[config.mk]
export PLATFORM = sky130hd
export DESIGN_NAME = mcx_datapath
export DESIGN_NICKNAME = d
export VERILOG_FILES = /design/src/hw/mcx_datapath.v
export VERILOG_INCLUDE_DIRS = /design/src /design/src/inc
export SDC_FILE = /design/constraint.sdc
export NUM_CORES = 1
export LEC_CHECK = 0
export ABC_AREA = 1
export BUFFER_PORTS_ARGS = -buffer_cell sky130_fd_sc_hd__buf_2
export CORE_MARGIN = 2
export CORE_UTILIZATION = 45
export CTS_CLUSTER_SIZE = 28
export DETAILED_ROUTE_END_ITERATION = 10
export PLACE_DENSITY_LB_ADDON = 0.1
export SETUP_SLACK_MARGIN = 0.05
export SKIP_CTS_REPAIR_TIMING = 1
export SYNTH_ARGS = -nofsm -noshare
export SYNTH_HDL_FRONTEND = slang
export SYNTH_SLANG_ARGS = --single-unit
[constraint.sdc]
create_clock -name CLK -period 14.51 [get_ports CLK]
set_input_delay 1.451 -clock CLK [delete_from_list [all_inputs] [get_ports CLK]]
set_output_delay 1.451 -clock CLK [all_outputs]
set_load 0.03 [all_outputs]
[src/inc/mcx_defs.vh]
// Functional notes
// - XOR/INCLUSIVE_OR_TO_ACC clear data register before read, combine with A at T3-T4
// - End of execute: P plus one into P and M at T6-T7, back to fetch
// - Subroutine jump: drop read word, write P+1 at T1-T2, M into P at T3
// - Increment-skip: postpone write, increment data at T3-T4, rollover sets carry
// - Increment-skip: delayed write starts at T5, two extra periods inserted
// - Increment-skip: P advances one, plus one more when carry set, at T6-T7
// - Carry clears automatically when the next machine phase begins
// - Add: bit 11 picks A or B, sum with memory data stored there
// - Compare: XOR accumulator with data, not stored, nonzero sets carry
// - Load: memory word copied into A or B at T3-T4
// - Store: drop read word, accumulator into data register at T1-T2, then written
// - Register-reference done in fetch phase; low bits select T3-T5 work; P advances
// - Shifts and rotates at T3, T5 or both; extend clear and LSB skip at T4
// - Left shift keeping sign: bits 0-13 up, bit 15 kept, zero into bit 0
// - Arithmetic right shift: bits 1-15 down, bit 15 kept
// - Rotate left feeds bit 15 to bit 0; rotate right feeds bit 0 to bit 15
// - Left shift clearing sign: bits 0-13 to 1-14, bits 0 and 15 zero
// - Rotate right through extend: extend into bit 15, old bit 0 into extend
// - Rotate left through extend: extend into bit 0, old bit 15 into extend
// - Four-place rotate left of whole accumulator
// - At T4 instruction bit 5 set clears extend
// - At T4 bit 3 set tests accumulator LSB; zero sets carry
// - Execute entered after address word with bit 15 zero
`ifndef MCX_DEFS_VH
`define MCX_DEFS_VH
`define MCX_REG_CTRL 4'h0
`define MCX_REG_INSTR 4'h1
`define MCX_REG_ADDRW 4'h2
`define MCX_REG_ACCA 4'h3
`define MCX_REG_ACCB 4'h4
`define MCX_REG_PC 4'h5
`define MCX_REG_MAR 4'h6
`define MCX_REG_MDR 4'h7
`define MCX_BIT_ACCSEL 11
`define MCX_BIT_INDIRECT 15
`define MCX_BIT_CLR_EXT 5
`define MCX_BIT_SKIP_LSB 3
`define MCX_BIT_SH1_EN 9
`define MCX_BIT_SH2_EN 4
`define MCX_OP_AND 3'h1
`define MCX_OP_JSB 4'h3
`define MCX_OP_XOR 4'h4
`define MCX_OP_JMP 4'h5
`define MCX_OP_IOR 4'h6
`define MCX_OP_ISZ 4'h7
`define MCX_OP_ADD 3'h4
`define MCX_OP_CMP 3'h5
`define MCX_OP_LOAD 3'h6
`define MCX_OP_STORE 3'h7
`define MCX_SH_LEFT_KEEP 3'h0
`define MCX_SH_ARITH_RIGHT 3'h1
`define MCX_SH_ROT_LEFT 3'h2
`define MCX_SH_ROT_RIGHT 3'h3
`define MCX_SH_LEFT_CLEAR 3'h4
`define MCX_SH_EXT_RIGHT 3'h5
`define MCX_SH_EXT_LEFT 3'h6
`define MCX_SH_ROT_FOUR 3'h7
`define MCX_RESET_WORD 16'h0000
`define MCX_RESET_ADDR 15'h0000
`endif

[src/hw/mcx_datapath.v]
// Our own choices: the address-and-strobe port and the register addresses.
`timescale 1ns/10ps
`default_nettype none
`include "mcx_defs.vh"
module mcx_datapath (
    // Clock and reset
    input wire CLK,
    input wire RESET,
    // Register port
    input wire [3:0] ADDR,
    input wire [15:0] WDATA,
    input wire WR,
    input wire RD,
    output reg [15:0] RDATA,
    // Core memory
    output reg [14:0] MEM_ADDR,
    output reg MEM_RD,
    input wire [15:0] MEM_RDATA,
    output reg MEM_WR,
    output reg [15:0] MEM_WDATA,
    // Status
    output reg BUSY,
    output reg DONE
);
    localparam [10:0] ST_IDLE = 11'h001;
    localparam [10:0] ST_T0 = 11'h002;
    localparam [10:0] ST_T1 = 11'h004;
    localparam [10:0] ST_T2 = 11'h008;
    localparam [10:0] ST_T3 = 11'h010;
    localparam [10:0] ST_T4 = 11'h020;
    localparam [10:0] ST_T5 = 11'h040;
    localparam [10:0] ST_TW1 = 11'h080;
    localparam [10:0] ST_TW2 = 11'h100;
    localparam [10:0] ST_T6 = 11'h200;
    localparam [10:0] ST_T7 = 11'h400;

    reg [10:0] state_r;
    reg [15:0] ir_r;
    reg [15:0] acc_a_r;
    reg [15:0] acc_b_r;
    reg [14:0] pc_r;
    reg [14:0] mar_r;
    reg [15:0] mdr_r;
    reg ext_r;
    reg carry_r;
    reg exec_r;
    reg indirect_r;

    wire [3:0] opcode = ir_r[14:11];
    wire [2:0] opgrp = ir_r[14:12];
    wire acc_sel = ir_r[`MCX_BIT_ACCSEL];
    wire [15:0] acc_cur = acc_sel ? acc_b_r : acc_a_r;
    wire is_memref = (opgrp != 3'h0);
    wire is_isz = exec_r && (opcode == `MCX_OP_ISZ);
    wire is_jsb = exec_r && (opcode == `MCX_OP_JSB);
    wire is_store = exec_r && (opgrp == `MCX_OP_STORE);
    wire is_shift_grp = (ir_r[15:12] == 4'h0) && !ir_r[10];
    wire [16:0] mdr_inc = {1'b0, mdr_r} + 17'h00001;
    wire [14:0] pc_inc = pc_r + {14'h0000, 1'b1} + {14'h0000, carry_r};

    // Shift network; result bit 16 is the new extend value
    function [16:0] mcx_shift;
        input [2:0] code;
        input [15:0] v;
        input e;
        begin
            case (code)
                `MCX_SH_LEFT_KEEP: mcx_shift = {e, v[15], v[13:0], 1'b0};
                `MCX_SH_ARITH_RIGHT: mcx_shift = {e, v[15], v[15:1]};
                `MCX_SH_ROT_LEFT: mcx_shift = {e, v[14:0], v[15]};
                `MCX_SH_ROT_RIGHT: mcx_shift = {e, v[0], v[15:1]};
                `MCX_SH_LEFT_CLEAR: mcx_shift = {e, 1'b0, v[13:0], 1'b0};
                `MCX_SH_EXT_RIGHT: mcx_shift = {v[0], e, v[15:1]};
                `MCX_SH_EXT_LEFT: mcx_shift = {v[15], v[14:0], e};
                default: mcx_shift = {e, v[11:0], v[15:12]};
            endcase
        end
    endfunction

    // Shift stage for the current period; T3 uses the first code, T5 the second
    reg sh_en;
    reg [2:0] sh_code;
    reg [16:0] sh_res;
    always @* begin
        sh_en = 1'b0;
        sh_code = ir_r[8:6];
        if (!exec_r && is_shift_grp) begin
            if (state_r == ST_T3) begin
                sh_en = ir_r[`MCX_BIT_SH1_EN];
            end else if (state_r == ST_T5) begin
                sh_en = ir_r[`MCX_BIT_SH2_EN];
                sh_code = ir_r[2:0];
            end
        end
        sh_res = mcx_shift(sh_code, acc_cur, ext_r);
    end

    // Execute-phase result at T3
    reg wr_acc;
    reg [15:0] alu_res;
    always @* begin
        wr_acc = 1'b0;
        alu_res = mdr_r;
        if (opcode == `MCX_OP_XOR) begin
            wr_acc = 1'b1;
            alu_res = acc_a_r ^ mdr_r;
        end else if (opcode == `MCX_OP_IOR) begin
            wr_acc = 1'b1;
            alu_res = acc_a_r | mdr_r;
        end else if (opgrp == `MCX_OP_AND && !ir_r[11]) begin
            wr_acc = 1'b1;
            alu_res = acc_a_r & mdr_r;
        end else if (opgrp == `MCX_OP_ADD) begin
            wr_acc = 1'b1;
            alu_res = acc_cur + mdr_r;
        end else if (opgrp == `MCX_OP_LOAD) begin
            wr_acc = 1'b1;
            alu_res = mdr_r;
        end
    end

    // XOR/INCLUSIVE_OR_TO_ACC/AND always target A; the others follow bit 11
    wire alu_to_b = acc_sel && (opgrp == `MCX_OP_ADD || opgrp == `MCX_OP_LOAD);

    always @(posedge CLK or posedge RESET) begin
        if (RESET) begin
            state_r <= ST_IDLE;
            ir_r <= `MCX_RESET_WORD;
            acc_a_r <= `MCX_RESET_WORD;
            acc_b_r <= `MCX_RESET_WORD;
            pc_r <= `MCX_RESET_ADDR;
            mar_r <= `MCX_RESET_ADDR;
            mdr_r <= `MCX_RESET_WORD;
            ext_r <= 1'b0;
            carry_r <= 1'b0;
            exec_r <= 1'b0;
            indirect_r <= 1'b0;
            MEM_ADDR <= `MCX_RESET_ADDR;
            MEM_RD <= 1'b0;
            MEM_WR <= 1'b0;
            MEM_WDATA <= `MCX_RESET_WORD;
            BUSY <= 1'b0;
            DONE <= 1'b0;
        end else begin
            MEM_RD <= 1'b0;
            MEM_WR <= 1'b0;
            DONE <= 1'b0;
            case (state_r)
                ST_IDLE: begin
                    // Registers are only written while no instruction runs
                    if (WR) begin
                        case (ADDR)
                            `MCX_REG_CTRL: ext_r <= WDATA[0];
                            `MCX_REG_INSTR: begin
                                ir_r <= WDATA;
                                indirect_r <= 1'b0;
                                if (WDATA[15:12] == 4'h0 && !WDATA[10]) begin
                                    exec_r <= 1'b0;
                                    carry_r <= 1'b0;
                                    BUSY <= 1'b1;
                                    state_r <= ST_T0;
                                end
                            end
                            `MCX_REG_ADDRW: begin
                                if (is_memref && opcode != `MCX_OP_JMP) begin
                                    mar_r <= WDATA[14:0];
                                    if (!WDATA[`MCX_BIT_INDIRECT]) begin
                                        exec_r <= 1'b1;
                                        carry_r <= 1'b0;
                                        indirect_r <= 1'b0;
                                        BUSY <= 1'b1;
                                        state_r <= ST_T0;
                                    end else begin
                                        // Indirect chains are resolved outside
                                        indirect_r <= 1'b1;
                                    end
                                end
                            end
                            `MCX_REG_ACCA: acc_a_r <= WDATA;
                            `MCX_REG_ACCB: acc_b_r <= WDATA;
                            `MCX_REG_PC: pc_r <= WDATA[14:0];
                            default: ;
                        endcase
                    end
                end
                ST_T0: begin
                    if (exec_r) begin
                        mdr_r <= `MCX_RESET_WORD;
                        MEM_ADDR <= mar_r;
                        MEM_RD <= 1'b1;
                    end
                    state_r <= ST_T1;
                end
                ST_T1: begin
                    // The core answers while its read strobe stands, so the word
                    // is taken at the end of T1; a later sample would see the inverted idle bus
                    if (is_jsb) begin
                        mdr_r <= {1'b0, pc_r + 15'h0001};
                    end else if (is_store) begin
                        mdr_r <= acc_cur;
                    end else if (exec_r) begin
                        mdr_r <= MEM_RDATA;
                    end
                    state_r <= ST_T2;
                end
                ST_T2: begin
                    // Core reads destroy the cell, so every plain cycle writes back
                    if (exec_r && !is_isz) begin
                        MEM_WR <= 1'b1;
                        MEM_WDATA <= mdr_r;
                    end
                    state_r <= ST_T3;
                end
                ST_T3: begin
                    if (exec_r) begin
                        if (is_jsb) begin
                            pc_r <= mar_r;
                        end else if (is_isz) begin
                            mdr_r <= mdr_inc[15:0];
                            if (mdr_inc[16]) begin
                                carry_r <= 1'b1;
                            end
                        end else if (opgrp == `MCX_OP_CMP) begin
                            if ((acc_cur ^ mdr_r) != 16'h0000) begin
                                carry_r <= 1'b1;
                            end
                        end else if (wr_acc) begin
                            if (alu_to_b) begin
                                acc_b_r <= alu_res;
                            end else begin
                                acc_a_r <= alu_res;
                            end
                        end
                    end else if (sh_en) begin
                        ext_r <= sh_res[16];
                        if (acc_sel) begin
                            acc_b_r <= sh_res[15:0];
                        end else begin
                            acc_a_r <= sh_res[15:0];
                        end
                    end
                    state_r <= ST_T4;
                end
                ST_T4: begin
                    if (is_isz) begin
                        MEM_WR <= 1'b1;
                        MEM_WDATA <= mdr_r;
                    end
                    if (!exec_r && is_shift_grp) begin
                        if (ir_r[`MCX_BIT_CLR_EXT]) begin
                            ext_r <= 1'b0;
                        end
                        if (ir_r[`MCX_BIT_SKIP_LSB] && !acc_cur[0]) begin
                            carry_r <= 1'b1;
                        end
                    end
                    state_r <= ST_T5;
                end
                ST_T5: begin
                    if (sh_en) begin
                        ext_r <= sh_res[16];
                        if (acc_sel) begin
                            acc_b_r <= sh_res[15:0];
                        end else begin
                            acc_a_r <= sh_res[15:0];
                        end
                    end
                    state_r <= is_isz ? ST_TW1 : ST_T6;
                end
                // Two spare periods let the core finish the late write
                ST_TW1: state_r <= ST_TW2;
                ST_TW2: state_r <= ST_T6;
                ST_T6: begin
                    // Carry stands only for skips, so a plain step adds one
                    pc_r <= pc_inc;
                    mar_r <= pc_inc;
                    state_r <= ST_T7;
                end
                ST_T7: begin
                    exec_r <= 1'b0;
                    BUSY <= 1'b0;
                    DONE <= 1'b1;
                    state_r <= ST_IDLE;
                end
                default: state_r <= ST_IDLE;
            endcase
        end
    end

    // Read data stand only in the cycle after the strobe
    always @(posedge CLK or posedge RESET) begin
        if (RESET) begin
            RDATA <= `MCX_RESET_WORD;
        end else if (RD) begin
            case (ADDR)
                `MCX_REG_CTRL: RDATA <= {11'h000, indirect_r, exec_r, carry_r, BUSY, ext_r};
                `MCX_REG_INSTR: RDATA <= ir_r;
                `MCX_REG_ACCA: RDATA <= acc_a_r;
                `MCX_REG_ACCB: RDATA <= acc_b_r;
                `MCX_REG_PC: RDATA <= {1'b0, pc_r};
                `MCX_REG_MAR: RDATA <= {1'b0, mar_r};
                `MCX_REG_MDR: RDATA <= mdr_r;
                default: RDATA <= `MCX_RESET_WORD;
            endcase
        end else begin
            RDATA <= `MCX_RESET_WORD;
        end
    end
endmodule
`default_nettype wire

# [Word level (Yosys, flattened, before mapping)]
# Index checks and enable logic that the tools add are counted.
[word_totals] reg_bits=160 latchBits=0 ram_bits=0 romBits=0 in_bits=40 output_inout_bits=51 wordCells=246 n_memories=0
[op_classes] add_sub_neg=4 n_mul=0 n_div=0 order_cmp=0 eq_ne=67 n_shift=0 mux=107 bitwise_logic=4 n_reduce_logical=46
[ops] cell="two-way mux 16 bit" count=35
[ops] cell="case mux 16 bit (3 select lines)" count=3
[ops] cell="case mux 17 bit (7 select lines)" count=1
[ops] cell="case mux 16 bit (7 select lines)" count=1
[ops] cell="case mux 11 bit (10 select lines)" count=1
[ops] cell="two-way mux 15 bit" count=7
[ops] cell="case mux 15 bit (3 select lines)" count=1
[ops] cell="two-way mux 11 bit" count=4
[ops] cell="two-way mux 1 bit" count=38
[ops] cell="!= test 2 bit (second input constant)" count=18
[ops] cell="case mux 16 bit (2 select lines)" count=1
[ops] cell="bitwise XOR 16 bit" count=2
[ops] cell="!= test 3 bit (second input constant)" count=10
[ops] cell="case mux 15 bit (2 select lines)" count=1
[ops] cell="== test 4 x 3 -> 1 bit (second input constant)" count=7
[ops] cell="case mux 11 bit (2 select lines)" count=1
[ops] cell="== test 3 bit (second input constant)" count=7
[ops] cell="AND reduction 6 bit" count=3
[ops] cell="adder 16 x 1 -> 17 bit (second input constant)" count=1
[ops] cell="adder 16 bit" count=1
[ops] cell="bitwise AND 16 bit" count=1
[ops] cell="bitwise OR 16 bit" count=1
[ops] cell="AND reduction 8 bit" count=2
[ops] cell="nonzero test 16 bit" count=1
[ops] cell="other kinds (39)" count=80

# [Logic depth before layout (Yosys ltp)]
[depth] ltp_word=13 ltp_mapped=23 depth_no_buf=21

# [Least setup slack after synthesis]
# Ideal clock, no wire load.
[synth_path] path_type="reg-to-reg" from="reg ir_r[11]" to="reg acc_a_r[10]" setup_ns=0.118 arrival_ns=2.881 required_ns=14.392 path_slack_ns=11.511 stages_incl_launch_ff=24 path_buffers=2 synth_period_minus_slack_ns=2.999 cell_sequence="dfrtp_1 buf_2 buf_1 nand2_1 o21ai_1 ha_1 inv_1 fa_1 inv_1 nand2_1 a21oi_1 nand2_1 nand2_1 nand2_1 nand2_1 nand2_1 nand3_1 nand2_1 nand2_1 nand2_1 a21oi_1 nor2_1 a21oi_1 nor2_1"
[synth_via] elab_chain_len=13 word_cells_on_any_way=33 classes_between="1 x add/sub; 8 x eq/ne; 18 x mux; 6 x reduce/logical"
[synth_lines] item="start: declaration" line_no="mcx_datapath.v:38" text="reg [15:0] ir_r;"
[synth_lines] item="start signal: assignment" line_no="mcx_datapath.v:128" text="ir_r <= `MCX_RESET_WORD;"
[synth_lines] item="two-way mux 16 bit" line_no="mcx_datapath.v:52" text="wire [15:0] acc_cur = acc_sel ? acc_b_r : acc_a_r;"
[synth_lines] item="adder 16 bit" line_no="mcx_datapath.v:115" text="alu_res = acc_cur + mdr_r;"
[synth_lines] item="two-way mux 16 bit" line_no="mcx_datapath.v:113" text="end else if (opgrp == `MCX_OP_ADD) begin"
[synth_lines] item="two-way mux 16 bit" line_no="mcx_datapath.v:110" text="end else if (opgrp == `MCX_OP_AND && !ir_r[11]) begin"
[synth_lines] item="two-way mux 16 bit" line_no="mcx_datapath.v:107" text="end else if (opcode == `MCX_OP_IOR) begin"
[synth_lines] item="two-way mux 16 bit" line_no="mcx_datapath.v:104" text="if (opcode == `MCX_OP_XOR) begin"
[synth_lines] item="two-way mux 16 bit" line_no="mcx_datapath.v:228" text="if (alu_to_b) begin"
[synth_lines] item="two-way mux 16 bit" line_no="mcx_datapath.v:227" text="end else if (wr_acc) begin"
[synth_lines] item="two-way mux 16 bit" line_no="mcx_datapath.v:223" text="end else if (opgrp == `MCX_OP_CMP) begin"
[synth_lines] item="two-way mux 16 bit" line_no="mcx_datapath.v:218" text="end else if (is_isz) begin"
[synth_lines] item="two-way mux 16 bit" line_no="mcx_datapath.v:216" text="if (is_jsb) begin"
[synth_lines] item="two-way mux 16 bit" line_no="mcx_datapath.v:215" text="if (exec_r) begin"
[synth_lines] item="case mux 16 bit (3 select lines)" line_no="mcx_datapath.v:148" text="case (state_r)"
[synth_lines] item="end signal: assignment" line_no="mcx_datapath.v:231" text="acc_a_r <= alu_res;"
[synth_lines] item="end signal: assignment" line_no="mcx_datapath.v:239" text="acc_a_r <= sh_res[15:0];"
[synth_lines] item="end signal: assignment" line_no="mcx_datapath.v:265" text="acc_a_r <= sh_res[15:0];"
[synth_lines] item="end: declaration" line_no="mcx_datapath.v:39" text="reg [15:0] acc_a_r;"
# Parallel ways exist; a longest one is shown, timed or not. The select of a mux whose other input is x is not followed.
# A chain may end at the register's enable or synchronous reset.

# [Worst setup path after layout]
[layout_path] from="reg ir_r[11]" to="reg acc_a_r[12]"
# The elaborated chain is that of the path after synthesis.

==> impl_metrics.ini <==
[worst_setup_path]
cp_num_cells = 18
endpoint_kind = flip-flop
r2r.worst_path.cells = 18
worstPathRequired_ns = 14.90
critPathMostFrequentCell = sky130_fd_sc_hd__nand2_1
critPathArrivalTime_ns = 4.07
path_cells = buf_4 -> o21ai_0 -> inv_1 -> ha_1 -> nand2_1 -> a21oi_1 -> nand2_1 -> nand2_1 -> nand2_1 -> nand3_1 -> nand3_1 -> nand3_1 -> nand2_1 -> nand2_1 -> nand2_1 -> nand2_1 -> nand3_1 -> a21oi_1
slowest_delay_ns = 0.81
path_buf_inv = 2
setup.worst_path.start_class = flip-flop
critPathKind = flip-flop to flip-flop
critical_path.max_fanout = 39
cpMaxStageDelayCell = sky130_fd_sc_hd__o21ai_0
worst_path_dominant_cell_family = compound AO/OA/AOI/OAI gates

[floorplanning]
die_h_um = 172
initial_utilization_pct = 45.7
num_rows = 61
die_area_um2 = 29600
core_area_um2 = 27800
die_x_um = 172
io_pins = 91

[drt]
route.detailed.drc = 0
detail_route.iter0.violations = 1802
highest_layer = met5
via_per_inst = 5.96
dr_wl_met2_um = 22800
detailedRoute.firstPassIterationCount = 6
routedLengthMet1_um = 23000
finalWirelength_um = 54600
post_drt_wl_per_cell_um = 23.2
vias_after_detailed_routing = 14024
final_antenna_net_count = 0
met3_wirelength_um = 5770

[global_route]
number_of_antenna_violations_at_the_first_check_in_global_routing = 2
globalRoute.totalOverflow = 0
pin_count_of_the_biggest_net_entering_global_routing = 95
global_route_wire_length_before_repair_um = 81400
grt.total_usage_pct = 37.8
vias_in_the_first_global_route = 12985

[sta]
finalSetupTns_ns = 0
tightestPinTransition_ns = 1.09
timing.fmax_ghz = 0.272
timing_max_transition_violations_final = 0
min_period_over_period_pct = 25.4
clock_skew_ns = 0.0178
worst_slew_margin_rel_pct = 26.9
final_hold_viol_count = 0
post-route-min-period_ns = 3.68
setup_viol_count_final = 0
rsz0062_at_grt = false

[logic_synthesis]
post_synth_top_cells = sky130_fd_sc_hd__nand2_1 (476), sky130_fd_sc_hd__inv_1 (237), sky130_fd_sc_hd__nor2_1 (206)
netlist_area_um2 = 12700
leading_post_synthesis_cells_by_cell_area = sky130_fd_sc_hd__dfrtp_1 (31%), sky130_fd_sc_hd__nand2_1 (14%), sky130_fd_sc_hd__inv_1 (7.0%), sky130_fd_sc_hd__nor2_1 (6.1%), sky130_fd_sc_hd__o21ai_0 (5.0%)
syn-instance-count = 1898
synth_top_cell_by_area = sky130_fd_sc_hd__dfrtp_1
synth.net_count = 1990
synthesis.area_per_instance_um2 = 6.69
fraction_of_the_yosys_area_taken_by_sequential_cells_pct = 31.5
asyncSetResetFlopFracSynth_pct = 100
synth-edff-count = 0
post-synth-top-count-cell = sky130_fd_sc_hd__nand2_1
synth.distinct_cells = 58
yosys_most_used_dff = sky130_fd_sc_hd__dfrtp_1
yosys.area.top_type_share_pct = 31.3
synth_seq_cells = 160
number_of_warning_messages_in_the_yosys_log = 0

[place]
hpwlAfterDp_um = 41200
port_buffers = 90
gp_routability_congestion = 1.04

[pwr]
clock_power_share_pct = 16.2
power-per-cell-area_nw_per_um2 = 210
p_sw_uw = 1620
sw_frac_of_total_pct = 54.8
combinational_power_share_pct = 58.5
cellLeakagePower_uw = 0.00709
power_report.internal_total_uw = 1330
ir_drop_mv = 0.104
power.sequential.fraction_pct = 25.3

[outcome]
run_status = finished clean

[layout]
num-nets-final = 2051
finalCoreUtilization_pct = 50.6
post_route_cells_drive_above_1_share_pct = 11.7
area.growth.synth_to_final_pct = 10.7

[clock_tree]
clkTransAtPathRegs_ns = 0.08
cts_tree = done
clkSinkCount = 160
ctsLongestPathBuffers = 2
clock_insertion_delay_worst_skew_ns = 0.47
clock_tree.root_cell = sky130_fd_sc_hd__clkbuf_16
cts_max_level = 4
cts_buffer_count = 17

[run]
maxCapViolCount = 0

[min_path]
hold_path_depth = 2
hp-class = flip-flop to flip-flop
## worst register-to-register path, cell delays in order (launching register included)
cell and delay, ns:
sky130_fd_sc_hd__dfrtp_1 0.38, sky130_fd_sc_hd__buf_4 0.27, sky130_fd_sc_hd__o21ai_0 0.82, sky130_fd_sc_hd__inv_1 0.17, sky130_fd_sc_hd__ha_1 0.41, sky130_fd_sc_hd__nand2_1 0.11
sky130_fd_sc_hd__a21oi_1 0.30, sky130_fd_sc_hd__nand2_1 0.09, sky130_fd_sc_hd__nand2_1 0.12, sky130_fd_sc_hd__nand2_1 0.09, sky130_fd_sc_hd__nand3_1 0.08, sky130_fd_sc_hd__nand3_1 0.11
sky130_fd_sc_hd__nand3_1 0.15, sky130_fd_sc_hd__nand2_1 0.06, sky130_fd_sc_hd__nand2_1 0.06, sky130_fd_sc_hd__nand2_1 0.04, sky130_fd_sc_hd__nand2_1 0.08, sky130_fd_sc_hd__nand3_1 0.08
sky130_fd_sc_hd__a21oi_1 0.18
## power groups by stage
stage	sequential, uW	clock, uW	combinational [uW]
after global routing	763	496	1880
after floorplan	731	0	1090
after detailed placement	745	0	1670
final	747	477	1730
after CTS	738	477	1680
after global placement	744	0	1660
## stage by stage
| stage | area, um2 | power (uW) | hold WS, ns | cells | setup slack, ns |
|---|---|---|---|---|---|
| floorplan | 12700 | 1830 | 0.443 | 1898 | 8.74 |
| global placement | 13500 | 2400 | 0.460 | 2318 | 10.87 |
| detailed placement | 13500 | 2420 | 0.468 | 2318 | 10.69 |
| CTS | 14100 | 2900 | 0.481 | 2350 | 10.95 |
| global route | 14100 | 3140 | 0.509 | 2350 | 10.58 |
| finish | 14100 | 2950 | 0.480 | 2352 | 10.83 |
## per-layer routing
layer / vias to the layer above / GRT usage, %
met5: - / 0
met4: 2 / 19.8
met3: 152 / 8.58
met2: 786 / 55.9
met1: 6649 / 51.5
li1: 6435 / -
## cell families (layout without fill, tap and decap cells)
group | after synthesis | count (layout) | share of synthesized area [%]
and+or+nand+nor | 952 | 952 | 33.6
AOI/OAI and AO/OA | 389 | 389 | 18.0
buffers and inverters | 325 | 399 | 10.3
DFF | 160 | 160 | 31.5
adders and majority gates | 52 | 52 | 5.18
xor gates and xnor gates | 19 | 19 | 1.31
muxes | 1 | 1 | 0.0886
other | 0 | 2 | 0
## sequential cells by signal (all words and copies together) (netlist names), 11 cells and up
name	cells
MEM_WDATA	16
RDATA	16
acc_a_r	16
acc_b_r	16
ir_r	16
mdr_r	16
MEM_ADDR	15
mar_r	15
pc_r	15
state_r	11
## layout by cell type, fill, tap and decap left out, drive strengths merged, types with 5 or more instances in the layout
cell and n:
inv 257, o211ai 22, a221oi 14, nand4 38, xor2 16, o22ai 54
nor2 225, dfrtp 159, a21oi 111, o21ai 138, ha 51, clkbuf 19
o221ai 5, a31oi 7, or2 15, buf 114, a22oi 16, clkinv 6
a211oi 6, nor4 10, nand3 124, nand2 493, a2111oi 5, nor3 42
## final cells by class
class | instances | area (um2)
fillers | 2945 | 13700
clock buffers | 19 | 453
clock inverters | 13 | 140
well taps | 378 | 473
multi-input cells | 1413 | 7400
inverters | 253 | 957
diodes | 2 | 5.00
repair buffers | 114 | 631
flip-flops and latches | 160 | 4010
## worst paths after layout
| check | from | to | slack (ns) |
|---|---|---|---|
| worst max-delay path | ir_r[11] | acc_a_r[12] | 10.83 |
| worst min-delay path | MEM_WDATA[12] | MEM_WDATA[12] | 0.48 |
| worst max register to register | ir_r[11] | acc_a_r[12] | 10.83 |
| worst min register to register | MEM_WDATA[12] | MEM_WDATA[12] | 0.48 |
| max in group asynchronous | RESET | RDATA[5] | 11.84 |
| min in group asynchronous | RESET | MEM_WDATA[3] | 1.18 |
(Power assumes the default switching activity.)
